## src/rtl/rps_pkg.sv

```systemverilog
package rps_pkg;
  // ==========================================================
  // word layout, msb goes out first on lane 0
  // ==========================================================
  localparam int WORD_W    = 30;   // transmitted word width
  localparam int DATA_W    = 27;   // captured bits per pixel
  localparam int RGB_W     = 24;   // colour bits per pixel
  localparam int CTRL_W    = 3;    // vsync, hsync, data valid
  localparam int RSV_HI    = 29;   // upper reserved bit
  localparam int RSV_LO    = 28;   // lower reserved bit
  localparam int PAR_POS   = 27;   // odd parity bit
  localparam int RGB_LO    = 3;    // lowest colour bit in word
  localparam logic [1:0] RSV_VAL = 2'h0; // reserved bits value

  // ==========================================================
  // lane split
  // ==========================================================
  localparam int BITS_ONE  = 30;   // bits per word, one lane
  localparam int BITS_TWO  = 15;   // bits per lane, two lanes
  localparam int IDX_W     = 5;    // width of the bit index

  // ==========================================================
  // timing
  // ==========================================================
  localparam int CLK_PERIOD_NS = 8;     // 125 MHz system clock
  localparam int STOP_TIME_NS  = 1000;  // pixel clock silence
  localparam int STOP_CYC      = (STOP_TIME_NS + CLK_PERIOD_NS - 1) / CLK_PERIOD_NS;
  localparam int LOCK_EDGES    = 4;     // rising edges counted while locking
  localparam int BIT_DIV       = 2;     // clocks per serial bit

  // ==========================================================
  // power modes
  // ==========================================================
  typedef enum logic [1:0] {
    RPS_SHUTDOWN = 2'b00,
    RPS_STANDBY  = 2'b01,
    RPS_LOCKING  = 2'b10,
    RPS_ACTIVE   = 2'b11
  } rps_mode_t;
endpackage : rps_pkg

```

## src/rtl/rps_pipe_buf.sv

```systemverilog
`timescale 1ns/10ps
// two-entry buffer between capture and serializer
module rps_pipe_buf #(
  parameter int W = 30  // word width
) (
  input  wire logic         clk_in,    // system clock
  input  wire logic         rst_n_in,  // synced reset, low active
  input  wire logic         flush_in,  // drop all entries
  input  wire logic         s_valid_in, // word offered
  output logic              s_ready_out, // room for a word
  input  wire logic [W-1:0] s_data_in, // word in
  output logic              m_valid_out, // word held
  input  wire logic         m_ready_in, // consumer takes
  output logic [W-1:0]      m_data_out // oldest word
);
  logic [W-1:0] mem [2];  // storage
  logic         wp;       // write slot
  logic         rp;       // read slot
  logic [1:0]   fill;     // entries held

  wire push = s_valid_in && (fill != 2'h2);  // accepted word
  wire pop  = m_ready_in && (fill != 2'h0);  // consumed word

  assign s_ready_out = (fill != 2'h2);
  assign m_valid_out = (fill != 2'h0);
  assign m_data_out  = mem[rp];

  // ==========================================================
  // pointers and fill level
  // ==========================================================
  always_ff @(posedge clk_in or negedge rst_n_in) begin
    if (!rst_n_in) begin
      wp   <= 1'b0;
      rp   <= 1'b0;
      fill <= 2'h0;
    end else if (flush_in) begin
      // leaving active mode discards stale pixels
      wp   <= 1'b0;
      rp   <= 1'b0;
      fill <= 2'h0;
    end else begin
      if (push) wp <= ~wp;
      if (pop) rp <= ~rp;
      fill <= fill + {1'b0, push} - {1'b0, pop};
    end
  end

  // storage, no reset needed
  always_ff @(posedge clk_in) begin
    if (push) mem[wp] <= s_data_in;
  end
endmodule : rps_pipe_buf

```

## src/rtl/rps_shifter.sv

```systemverilog
`timescale 1ns/10ps
// word serializer with forwarded pixel clock
module rps_shifter
  import rps_pkg::*;
(
  input  wire logic              clk_in,     // system clock
  input  wire logic              rst_n_in,   // synced reset
  input  wire logic              enable_in,  // active mode
  input  wire logic              two_lane_in, // two lanes used
  input  wire logic              bit_en_in,  // one serial bit time
  input  wire logic              w_valid_in, // word available
  output logic                   w_ready_out, // word taken
  input  wire logic [WORD_W-1:0] w_data_in,  // word to send
  output logic                   lane0_out,  // lane 0 bit
  output logic                   lane1_out,  // lane 1 bit
  output logic                   fclk_out    // forwarded clock
);
  logic [WORD_W-1:0] sh;    // shift register
  logic [IDX_W-1:0]  idx;   // bit index in lane
  logic              busy;  // word in flight
  logic [IDX_W-1:0]  last;  // final index

  assign last = two_lane_in ? IDX_W'(BITS_TWO - 1) : IDX_W'(BITS_ONE - 1);
  assign w_ready_out = enable_in && bit_en_in && (!busy || idx == last);

  // ==========================================================
  // shift engine
  // ==========================================================
  // lane rate split
  always_ff @(posedge clk_in or negedge rst_n_in) begin
    if (!rst_n_in) begin
      sh   <= '0;
      idx  <= '0;
      busy <= 1'b0;
    end else if (!enable_in) begin
      busy <= 1'b0;
      idx  <= '0;
    end else if (bit_en_in) begin
      if (w_ready_out && w_valid_in) begin
        sh   <= w_data_in;
        idx  <= '0;
        busy <= 1'b1;
      end else if (busy && idx == last) begin
        busy <= 1'b0;
      end else if (busy) begin
        idx <= idx + 1'b1;
        // two lanes shift their halves side by side
        sh  <= two_lane_in ? {sh[28:15], 1'b0, sh[13:0], 1'b0} : {sh[28:0], 1'b0};
      end
    end
  end

  // ==========================================================
  // line outputs, registered
  // ==========================================================
  // regenerated pixel clock
  // fixed clock polarity
  always_ff @(posedge clk_in or negedge rst_n_in) begin
    if (!rst_n_in) begin
      lane0_out <= 1'b0;
      lane1_out <= 1'b0;
      fclk_out  <= 1'b0;
    end else begin
      lane0_out <= busy && sh[WORD_W-1];
      lane1_out <= busy && two_lane_in && sh[BITS_TWO-1];
      // high in the first half of every word
      fclk_out  <= busy && (idx <= (last >> 1));
    end
  end

  // silent when not active
  a_idle_silent: assert property (@(posedge clk_in) disable iff (!rst_n_in)
    !enable_in |=> ##1 !lane0_out && !fclk_out) else $error("line toggles outside active");
  // clock high at word start
  a_fclk_start: assert property (@(posedge clk_in) disable iff (!rst_n_in)
    busy && idx == '0 |=> fclk_out) else $error("forwarded clock low at word start");
endmodule : rps_shifter

```

## src/rtl/rps_serializer.sv

```systemverilog
`timescale 1ns/10ps
// What this block does
// 27 parallel bits out on lanes
// load rgb and three control bits
// add parity, two reserved, 30 bits
// parity is odd over word
// one word per pixel clock period
// shift 30 bits one lane, 15 two
// lock to pixel clock before sending
// forward regenerated pixel clock
// edge select picks rising or falling
// pixel clock stop enters standby
// shutdown, standby, active; send only active
// transmit enable low means shutdown
// link count chooses one or two lanes
// bus order high reverses colour bits
// host keeps pixel clock 4 to 30 MHz
// lane 1 driven only with two lanes
// forwarded clock polarity is fixed
// reserved bits zero, fixed word layout
module rps_serializer
  import rps_pkg::*;
#(
  parameter int STOP_CYCLES = STOP_CYC,   // pixel clock silence
  parameter int LOCK_COUNT  = LOCK_EDGES, // edges to lock
  parameter int BIT_CLKS    = BIT_DIV     // clocks per bit
) (
  input  wire logic              clk_in,          // 125 MHz
  input  wire logic              rstn_in,         // async reset
  input  wire logic              pclk_in,         // pixel clock pin
  input  wire logic [RGB_W-1:0]  pixel_bus_in,    // colour pins
  input  wire logic              vertical_sync_in, // frame sync
  input  wire logic              horizontal_sync_in, // line sync
  input  wire logic              pixel_data_valid_in, // valid
  input  wire logic              latch_edge_select_in, // 1 fall
  input  wire logic              bus_order_in,    // 1 reversed
  input  wire logic              link_count_select_in, // 1 two
  input  wire logic              transmit_enable_in, // 0 off
  output logic                   serial_lane_0_out, // lane 0
  output logic                   serial_lane_1_out, // lane 1
  output logic                   serial_lane_1_oe_out, // drive
  output logic                   fwd_clk_out,     // clock copy
  output rps_pkg::rps_mode_t     mode_out,        // power mode
  output logic                   overrun_out      // word lost
);
  import rps_pkg::*;

  // ==========================================================
  // helpers
  // ==========================================================
  // full bit reversal
  function automatic logic [RGB_W-1:0] rps_rev(input logic [RGB_W-1:0] v);
    logic [RGB_W-1:0] r;
    r = '0;
    for (int i = 0; i < RGB_W; i++) r[i] = v[RGB_W-1-i];
    return r;
  endfunction : rps_rev

  // odd parity over the data
  function automatic logic rps_par(input logic [DATA_W-1:0] d);
    return ~(^d);
  endfunction : rps_par

  // ==========================================================
  // reset release
  // ==========================================================
  logic rst_s1;  // first stage
  logic rst_n;   // released reset

  always_ff @(posedge clk_in or negedge rstn_in) begin
    if (!rstn_in) begin
      rst_s1 <= 1'b0;
      rst_n  <= 1'b0;
    end else begin
      rst_s1 <= 1'b1;
      rst_n  <= rst_s1;
    end
  end

  // ==========================================================
  // pin synchronisers
  // ==========================================================
  localparam int PIN_W = DATA_W + 5;  // all sampled pins
  logic [PIN_W-1:0] pin_s1;  // first stage
  logic [PIN_W-1:0] pin_s2;  // second stage
  logic             pclk_d;  // delayed pixel clock

  // data pins travel with the clock so they stay aligned
  always_ff @(posedge clk_in or negedge rst_n) begin
    if (!rst_n) begin
      pin_s1 <= '0;
      pin_s2 <= '0;
      pclk_d <= 1'b0;
    end else begin
      pin_s1 <= {pclk_in, latch_edge_select_in, bus_order_in, link_count_select_in,
                 transmit_enable_in, pixel_bus_in, vertical_sync_in,
                 horizontal_sync_in, pixel_data_valid_in};
      pin_s2 <= pin_s1;
      pclk_d <= pin_s2[PIN_W-1];
    end
  end

  logic             pclk_s;     // synced pixel clock
  logic             fall_sel;   // synced edge select
  logic             rev_sel;    // synced bus order
  logic             two_lane;   // synced link count
  logic             tx_enable_s; // synced transmit enable
  logic [RGB_W-1:0] rgb_s;      // synced colour bits
  logic [2:0]       ctrl_s;     // synced syncs and data valid

  assign pclk_s   = pin_s2[PIN_W-1];
  assign fall_sel = pin_s2[PIN_W-2];
  assign rev_sel  = pin_s2[PIN_W-3];
  assign two_lane = pin_s2[PIN_W-4];
  assign tx_enable_s = pin_s2[PIN_W-5];
  assign rgb_s    = pin_s2[DATA_W-1:CTRL_W];
  assign ctrl_s   = pin_s2[CTRL_W-1:0];

  // edges of the synced pixel clock
  wire rise = pclk_s && !pclk_d;  // rising edge seen
  wire fall = !pclk_s && pclk_d;  // falling edge seen
  // latch edge chooser
  wire latch = fall_sel ? fall : rise;

  // ==========================================================
  // clock presence timer
  // ==========================================================
  logic [15:0] quiet;  // cycles since last edge
  wire stopped = (quiet == 16'(STOP_CYCLES - 1));

  // detect stopped pixel clock
  always_ff @(posedge clk_in or negedge rst_n) begin
    if (!rst_n) begin
      quiet <= '0;
    end else if (rise || fall) begin
      quiet <= '0;
    end else if (!stopped) begin
      quiet <= quiet + 16'h1;
    end
  end

  // ==========================================================
  // power mode machine
  // ==========================================================
  rps_mode_t  mode;        // current mode
  rps_mode_t  next_mode;   // following mode
  logic [7:0] lock_cnt;    // edges seen while locking

  // four power modes, locking between standby and active
  always_comb begin
    next_mode = mode;
    case (mode)
      RPS_SHUTDOWN: begin
        if (tx_enable_s) next_mode = RPS_STANDBY;
      end
      RPS_STANDBY: begin
        if (rise) next_mode = RPS_LOCKING;
      end
      RPS_LOCKING: begin
        // wait for LOCK_COUNT rising edges to lock
        if (stopped) next_mode = RPS_STANDBY;
        else if (rise && lock_cnt == 8'(LOCK_COUNT - 1)) next_mode = RPS_ACTIVE;
      end
      RPS_ACTIVE: begin
        // clock stop to standby
        if (stopped) next_mode = RPS_STANDBY;
      end
      default: next_mode = RPS_SHUTDOWN;
    endcase
    // enable low forces shutdown
    if (!tx_enable_s) next_mode = RPS_SHUTDOWN;
  end

  // mode register
  always_ff @(posedge clk_in or negedge rst_n) begin
    if (!rst_n) begin
      mode <= RPS_SHUTDOWN;
    end else begin
      mode <= next_mode;
    end
  end

  // lock counter counts edges after the first one
  always_ff @(posedge clk_in or negedge rst_n) begin
    if (!rst_n) begin
      lock_cnt <= '0;
    end else if (mode != RPS_LOCKING) begin
      lock_cnt <= '0;
    end else if (rise) begin
      lock_cnt <= lock_cnt + 8'h1;
    end
  end

  wire active = (mode == RPS_ACTIVE);  // transmitting

  // ==========================================================
  // word capture
  // ==========================================================
  logic [WORD_W-1:0] cap_word;   // assembled word
  logic              cap_valid;  // word waiting for buffer
  logic              buf_ready;  // buffer has room
  logic [RGB_W-1:0]  rgb_ord;    // colour bits in fixed order
  logic [DATA_W-1:0] data27;     // captured bits

  // undo the reversed bus
  assign rgb_ord = rev_sel ? rps_rev(rgb_s) : rgb_s;
  // colour plus control bits
  assign data27  = {rgb_ord, ctrl_s};

  // one word per pixel period
  // thirty bit word
  always_ff @(posedge clk_in or negedge rst_n) begin
    if (!rst_n) begin
      cap_word  <= '0;
      cap_valid <= 1'b0;
    end else if (!active) begin
      cap_valid <= 1'b0;
    end else if (latch) begin
      // reserved bits fixed
      cap_word  <= {RSV_VAL, rps_par(data27), data27};
      cap_valid <= 1'b1;
    end else if (buf_ready) begin
      cap_valid <= 1'b0;
    end
  end

  // a new edge while the last word still waits on a full buffer drops a word
  always_ff @(posedge clk_in or negedge rst_n) begin
    if (!rst_n) begin
      overrun_out <= 1'b0;
    end else if (!active) begin
      overrun_out <= 1'b0;
    end else if (latch && cap_valid && !buf_ready) begin
      overrun_out <= 1'b1;
    end
  end

  // ==========================================================
  // bit rate divider
  // ==========================================================
  logic [7:0] div_cnt;  // clocks into bit time
  logic       bit_en;   // one cycle per serial bit

  // serial bit clock enable
  always_ff @(posedge clk_in or negedge rst_n) begin
    if (!rst_n) begin
      div_cnt <= '0;
      bit_en  <= 1'b0;
    end else if (!active || div_cnt == 8'(BIT_CLKS - 1)) begin
      div_cnt <= '0;
      bit_en  <= active;
    end else begin
      div_cnt <= div_cnt + 8'h1;
      bit_en  <= 1'b0;
    end
  end

  // ==========================================================
  // buffer and serializer
  // ==========================================================
  logic              q_valid;  // buffered word present
  logic              q_ready;  // serializer takes word
  logic [WORD_W-1:0] q_data;   // buffered word
  logic              lane0;    // lane 0 from shifter
  logic              lane1;    // lane 1 from shifter
  logic              fclk;     // clock from shifter

  rps_pipe_buf #(
    .W (WORD_W)
  ) u_buf (
    .clk_in      (clk_in),
    .rst_n_in    (rst_n),
    .flush_in    (!active),
    .s_valid_in  (cap_valid),
    .s_ready_out (buf_ready),
    .s_data_in   (cap_word),
    .m_valid_out (q_valid),
    .m_ready_in  (q_ready),
    .m_data_out  (q_data)
  );

  // serial lanes
  // lane count select
  rps_shifter u_shift (
    .clk_in      (clk_in),
    .rst_n_in    (rst_n),
    .enable_in   (active),
    .two_lane_in (two_lane),
    .bit_en_in   (bit_en),
    .w_valid_in  (q_valid),
    .w_ready_out (q_ready),
    .w_data_in   (q_data),
    .lane0_out   (lane0),
    .lane1_out   (lane1),
    .fclk_out    (fclk)
  );

  // ==========================================================
  // registered outputs
  // ==========================================================
  // lane 1 drive enable
  always_ff @(posedge clk_in or negedge rst_n) begin
    if (!rst_n) begin
      serial_lane_0_out    <= 1'b0;
      serial_lane_1_out    <= 1'b0;
      serial_lane_1_oe_out <= 1'b0;
      fwd_clk_out          <= 1'b0;
      mode_out             <= RPS_SHUTDOWN;
    end else begin
      serial_lane_0_out    <= lane0;
      serial_lane_1_out    <= lane1;
      serial_lane_1_oe_out <= active && two_lane;
      fwd_clk_out          <= fclk;
      mode_out             <= mode;
    end
  end

  // ==========================================================
  // checks
  // ==========================================================
  a_parity_odd: assert property (@(posedge clk_in) disable iff (!rst_n)
    $rose(cap_valid) |-> ^cap_word[DATA_W:0]) else $error("parity not odd");
  a_reserved_zero: assert property (@(posedge clk_in) disable iff (!rst_n)
    cap_valid |-> cap_word[RSV_HI:RSV_LO] == RSV_VAL) else $error("reserved bits set");
  a_shutdown_entry: assert property (@(posedge clk_in) disable iff (!rst_n)
    !tx_enable_s |=> mode == RPS_SHUTDOWN ##1 mode_out == RPS_SHUTDOWN) else $error("no shutdown");
  a_stop_standby: assert property (@(posedge clk_in) disable iff (!rst_n)
    active && stopped && tx_enable_s |=> mode == RPS_STANDBY) else $error("no standby on stop");
  a_capture_edge: assert property (@(posedge clk_in) disable iff (!rst_n)
    active && latch && tx_enable_s && !stopped |=> cap_valid && cap_word[DATA_W-1:0] == $past(data27))
    else $error("edge not captured");
  a_swap_order: assert property (@(posedge clk_in) disable iff (!rst_n)
    active && latch && rev_sel |=> cap_word[DATA_W-1:RGB_LO] == rps_rev($past(rgb_s)))
    else $error("bus order wrong");
  a_lane1_release: assert property (@(posedge clk_in) disable iff (!rst_n)
    !two_lane |=> !serial_lane_1_oe_out) else $error("lane 1 driven in one lane mode");
  a_active_only: assert property (@(posedge clk_in) disable iff (!rst_n)
    !active |=> !cap_valid && !q_ready) else $error("transfer outside active");
  a_lock_needed: assert property (@(posedge clk_in) disable iff (!rst_n)
    mode == RPS_STANDBY |=> mode != RPS_ACTIVE) else $error("active without lock");
endmodule : rps_serializer

```

## config.mk

```make
export PLATFORM = sky130hd
export DESIGN_NAME = rps_serializer
export DESIGN_NICKNAME = d
export VERILOG_FILES = /design/src/rtl/rps_pkg.sv /design/src/rtl/rps_pipe_buf.sv /design/src/rtl/rps_shifter.sv /design/src/rtl/rps_serializer.sv
export SDC_FILE = /design/constraint.sdc
export NUM_CORES = 1
export LEC_CHECK = 0
export BUFFER_PORTS_ARGS = -buffer_cell sky130_fd_sc_hd__buf_2
export CORE_ASPECT_RATIO = 1.4
export CORE_UTILIZATION = 59
export DETAILED_ROUTE_END_ITERATION = 12
export PLACE_DENSITY = 0.86
export SLEW_MARGIN = 10
export SYNTH_ARGS = -nofsm -noshare
export SYNTH_HDL_FRONTEND = slang
export SYNTH_SLANG_ARGS = --single-unit
```

## constraint.sdc

```tcl
create_clock -name clk_in -period 11.6 [get_ports clk_in]
set_clock_uncertainty 0.2 [all_clocks]
set_input_delay 2.32 -clock clk_in [delete_from_list [all_inputs] [get_ports clk_in]]
set_output_delay 2.32 -clock clk_in [all_outputs]
set_load 0.02 [all_outputs]
```

### After elaboration in Yosys (flattened, before gate mapping)

Memories as Yosys holds them, arrays and structs flattened.
Index checks and enable logic that the tools add are counted.

* memories: 1
* output and inout bits: 7
* word-level logic and storage cells: 133
* register bits: 181
* bits in writable memories: 56
* input bits: 34

Memory list
* u_buf.mem: words 2, bits a word 28, rd ports 1, clocked after Yosys merged registers in 0, wr ports 1, line rps_pipe_buf.sv:16 `logic [W-1:0] mem [2];`

* $lt $le $gt $ge: 1
* bitwise gates (word level): 3
* reduce and logical (&&, ||, !) cells: 33
* add/subtract/negate cells: 6
* equality and inequality tests: 22
* mux-type cells: 40

Operators with widths (number)
* 30-bit two-way mux: 3
* 16-bit two-way mux: 3
* 5-bit two-way mux: 6
* 27-bit parity: 1
* 24-bit two-way mux: 1
* 8-bit two-way mux: 3
* 1-bit two-way mux: 17
* 16-bit by 1-bit adder with 16-bit output, second input constant: 1
* 8-bit by 1-bit adder with 8-bit output, second input constant: 2
* 16-bit by 7-bit == test with 1-bit output, second input constant: 1
* 1-bit logical AND: 15
* 2-bit two-way mux: 6
* 2-bit by 1-bit != test with 1-bit output, second input constant: 5
* 3-bit != test, second input constant: 3
* 8-bit by 1-bit == test with 1-bit output, second input constant: 1
* 8-bit by 2-bit == test with 1-bit output, second input constant: 1
* 2-bit case mux with 4 select lines: 1
* 2-bit != test, second input constant: 3
* 3-bit by 1-bit != test with 1-bit output, second input constant: 2
* 3-bit AND reduction: 2
* 2-bit nonzero test: 3
* 5-bit by 1-bit adder with 5-bit output, second input constant: 1
* 5-bit == test: 1
* 5-bit by 4-bit <= comparator with 1-bit output: 1
* 12 further kinds: 22

### Longest topological paths before layout

* word-level depth: 8
* mapped depth: 11
* mapped depth without buffers: 9

### Hierarchy

Synthesis repeated with hierarchy kept, for this count alone.

* cells, all modules: 791
* area total of the unflattened synthesis: 10219.8 um^2

By module, submodules not included
* rps_serializer: cells an instance 414, sequential area each 3453.3 um^2, instances 1, area each 5337.6 um^2
* rps_shifter: cells an instance 261, sequential area each 975.9 um^2, instances 1, area each 2461.1 um^2
* rps_pipe_buf: cells an instance 116, sequential area each 1901.8 um^2, instances 1, area each 2421.1 um^2

### Worst setup path before layout

No wires, ideal clock.

* path kind: register to output
* start point: register overrun_out
* end point: output port overrun_out
* cell stages (with the launch flop): 1
* data required time: 9.080 ns
* arrival time: 0.425 ns
* buffers on the path: 0
* path slack: 8.655 ns
* cells stage by stage: dfrtp_1

RTL lines
* from (decl): line rps_serializer.sv:44 `output logic overrun_out`
* from (signal assigned): line rps_serializer.sv:230 `overrun_out <= 1'b0;`
* from (signal assigned): line rps_serializer.sv:232 `overrun_out <= 1'b0;`
* from (signal assigned): line rps_serializer.sv:234 `overrun_out <= 1'b1;`

No word-level cell between the ends.

### Worst setup path after layout

* start point: register mode_out[1]
* end point: output port mode_out[1]

RTL lines
* from (decl): line rps_serializer.sv:43 `output rps_pkg::rps_mode_t mode_out,`
* from (signal assigned): line rps_serializer.sv:314 `mode_out <= mode;`

No word-level cell between the ends.

==> impl_metrics.tcl <==
set metrics [dict create \
    dr.pass1.iters 5 \
    arrival_ns 1.03 \
    cts_tree "done" \
    cts_buffer_depth 3 \
    io_pins 41 \
    drt_iter0_markers 275 \
    numCtsBuffers 22 \
    async_flop_share_pct 76.4 \
    synth-xor-area-share_pct 5.38 \
    ctsRootBufferMaster "clkbuf_16" \
    htree_levels 1 \
    area_growth_pct 11.9 \
    gp_congestion 0.759 \
    ir_worst_vdd_mv 0.167 \
    power.density_mw_per_mm2 173 \
    syn_area_mm2 0.00937 \
    die-area_mm2 0.0164 \
    yosys_warnings 0 \
    rsz0062_at_grt "no" \
    cts_hold_buffers 0 \
    hold_path.class "flop to flop" \
    grt.total_usage_pct 21.2 \
    cts_sinks 237 \
    synth_top_family_by_area "simple AND/OR/NAND/NOR gates" \
    synth_adder_area_share_pct 2.00 \
    worstPathCellList "buf_2" \
    cp_slowest_cell "dfrtp_1" \
    portBuffers 40 \
    max_cap_viol_count 0 \
    grt_max_degree 65 \
    status "finished clean" \
    path_buf_inv 1 \
    worstPathRequired_ns 9.08 \
    grt_pass1_vias 5841 \
    crit_type "flop to output pin" \
    synth-seq-cells 237 \
    mostFrequentLayoutCell "dfrtp_1" \
    most-common-layout-cells "180 x dfrtp_1, 86 x a21oi_1, 63 x nor2_1, 63 x mux2i_1, 56 x edfxtp_1" \
    syn_nets 785 \
    drive_above_1_share_pct 11.9 \
    dp_hpwl_um 10200 \
    fin_ws_ns 8.05 \
    fin_crit_ns 3.55 \
    worstMarginPinSlew_ns 1.12 \
    wl_per_cell_um 16.8 \
    critPathMaxStageDelay_ns 0.37 \
    slew_headroom_pct 25.3 \
    clk_latency_ns 0.50 \
    initial_core_util_pct 60.3 \
    worst-r2r-setup-slack_ns 8.62 \
    place_area_mm2 0.00973 \
    totalWireLength_um 16500 \
    clock.fmax_mhz 282 \
    core_area_mm2 0.0155 \
    die_h_um 151 \
    dpl_worst_slack_ns 8.57 \
    yosysUniqueCellTypes 53 \
    yosysSeqAreaShare_pct 66.3 \
    synth-edff-count 56 \
    crit_family "flip-flops" \
    grt_overflow_total 0 \
    antenna_cells 0 \
    die_w_um 108 \
    drc_errors 0 \
    final_area_mm2 0.0105 \
    antenna_found_initial 0 \
    routed_via_density 5.84 \
    synth-compound-area-share_pct 8.42 \
    layout.nets 822 \
    crit_fanout 1 \
    setup_tns_ns 0 \
    synthCells 736 \
    cp-start-kind "flop" \
    synth-main-ff-cell "dfrtp_1" \
    post_synth_and_or_nand_nor_area_fraction_pct 8.59 \
    synthMuxAreaShare_pct 7.09 \
    setup_viol 0 \
    ant_nets 0 \
    num_rows 54 \
    grt_pass1_wl_um 27500 \
    vias 5757 \
    post_cts_buffers 0 \
    drv_slew 0 \
    ctsResizeCount 0 \
    p_leak_nw 4.53 \
    clk_pin_slew_ns 0.06 \
    period_share_pct 30.6 \
    hold_viol 0 \
    worst_setup_path_end_kind "output pin" \
    avgSynthCellArea_um2 12.7 \
]
[synth_stat cells (2+ instances only)]
cell	instances	area [µm²]
a211oi_1	2	15.0
a21boi_0	3	22.5
a21oi_1	86	430
a32o_1	2	20.0
and2_1	11	68.8
and3_1	7	43.8
buf_1	3	11.3
buf_2	8	40.0
clkbuf_1	23	86.3
dfrtp_1	181	4530
edfxtp_1	56	1680
ha_1	15	188
inv_1	13	48.8
mux2_2	3	33.8
mux2i_1	63	631
nand2_1	41	154
nand2b_1	3	18.8
nand3_1	17	85.1
nand3b_1	2	15.0
nand4_1	5	31.3
nor2_1	64	240
nor2b_1	4	25.0
nor3_1	2	10.0
nor3b_1	3	22.5
nor4_1	3	18.8
o21a_1	2	15.0
o21ai_0	33	165
or3_1	2	12.5
or4_1	2	15.0
xnor2_1	28	245
xor2_1	27	236
[power by group]
group,total [mW],internal (mW),switching (mW)
clock,0.730,0.435,0.294
sequential,0.966,0.921,0.0446
combinational,0.117,0.0524,0.0650
[flip-flops by register name, indices dropped and copies added (netlist names), 2 cells and up]
name,flops
u_buf.mem,56
pin_s1,32
pin_s2,32
u_shift.sh,30
cap_word,28
quiet,16
div_cnt,8
lock_cnt,8
u_shift.idx,5
mode,2
mode_out,2
u_buf.fill,2
[final timing paths]
| check | from | to | cells after the start |
|---|---|---|---|
| min in group asynchronous | rst_n | pin_s1[0] | 0 |
| worst max register to register | u_shift.idx[1] | u_buf.fill[1] | 8 |
| worst max-delay path | mode_out[1] | mode_out[1] | 1 |
| max in group asynchronous | rst_n | u_shift.sh[14] | 2 |
| worst min register to register | pin_s1[7] | pin_s2[7] | 0 |
| worst min-delay path | pin_s1[7] | pin_s2[7] | 0 |
[layout make-up]
class                           instances  area [µm²]
Sequential cell                       237        6210
Fill cell                            1013        5060
Multi-Input combinational cell        450        2960
Clock buffer                           31         647
Timing Repair Buffer                   48         260
Tap cell                              196         245
Clock inverter                          9         101
Inverter                               14        52.6
[cells by family (layout without fill, tap and decap cells)]
logic type	count (synthesis)	after routing
fa+ha+maj	15	15
buf+inv	49	102
simple gates	171	171
flops	237	237
mux	66	66
other cells	1	1
xor+xnor	56	56
compound gates	141	141
[metrics by stage]
stage	cells	utilization [%]	hold WS [ns]	power, mW
floorplan	736	-	0.131	1.05
global placement	945	62.6	0.131	1.08
detailed placement	945	62.6	0.135	1.09
CTS	985	67.4	0.147	1.83
global route	985	67.4	0.151	1.88
finish	985	67.4	0.146	1.81
[layer usage]
| layer | track usage, % | share of wire (%) | up-vias | routed length [µm] |
|---|---|---|---|---|
| met5 | 0 | 0 | - | 0 |
| met4 | 8.18 | 2.8 | 0 | 470 |
| met3 | 3.14 | 4.6 | 48 | 753 |
| met2 | 38.4 | 55 | 199 | 9050 |
| met1 | 25.4 | 38 | 2870 | 6270 |
| li1 | - | - | 2640 | - |
Note: power is estimated with default switching activity, not from simulation.
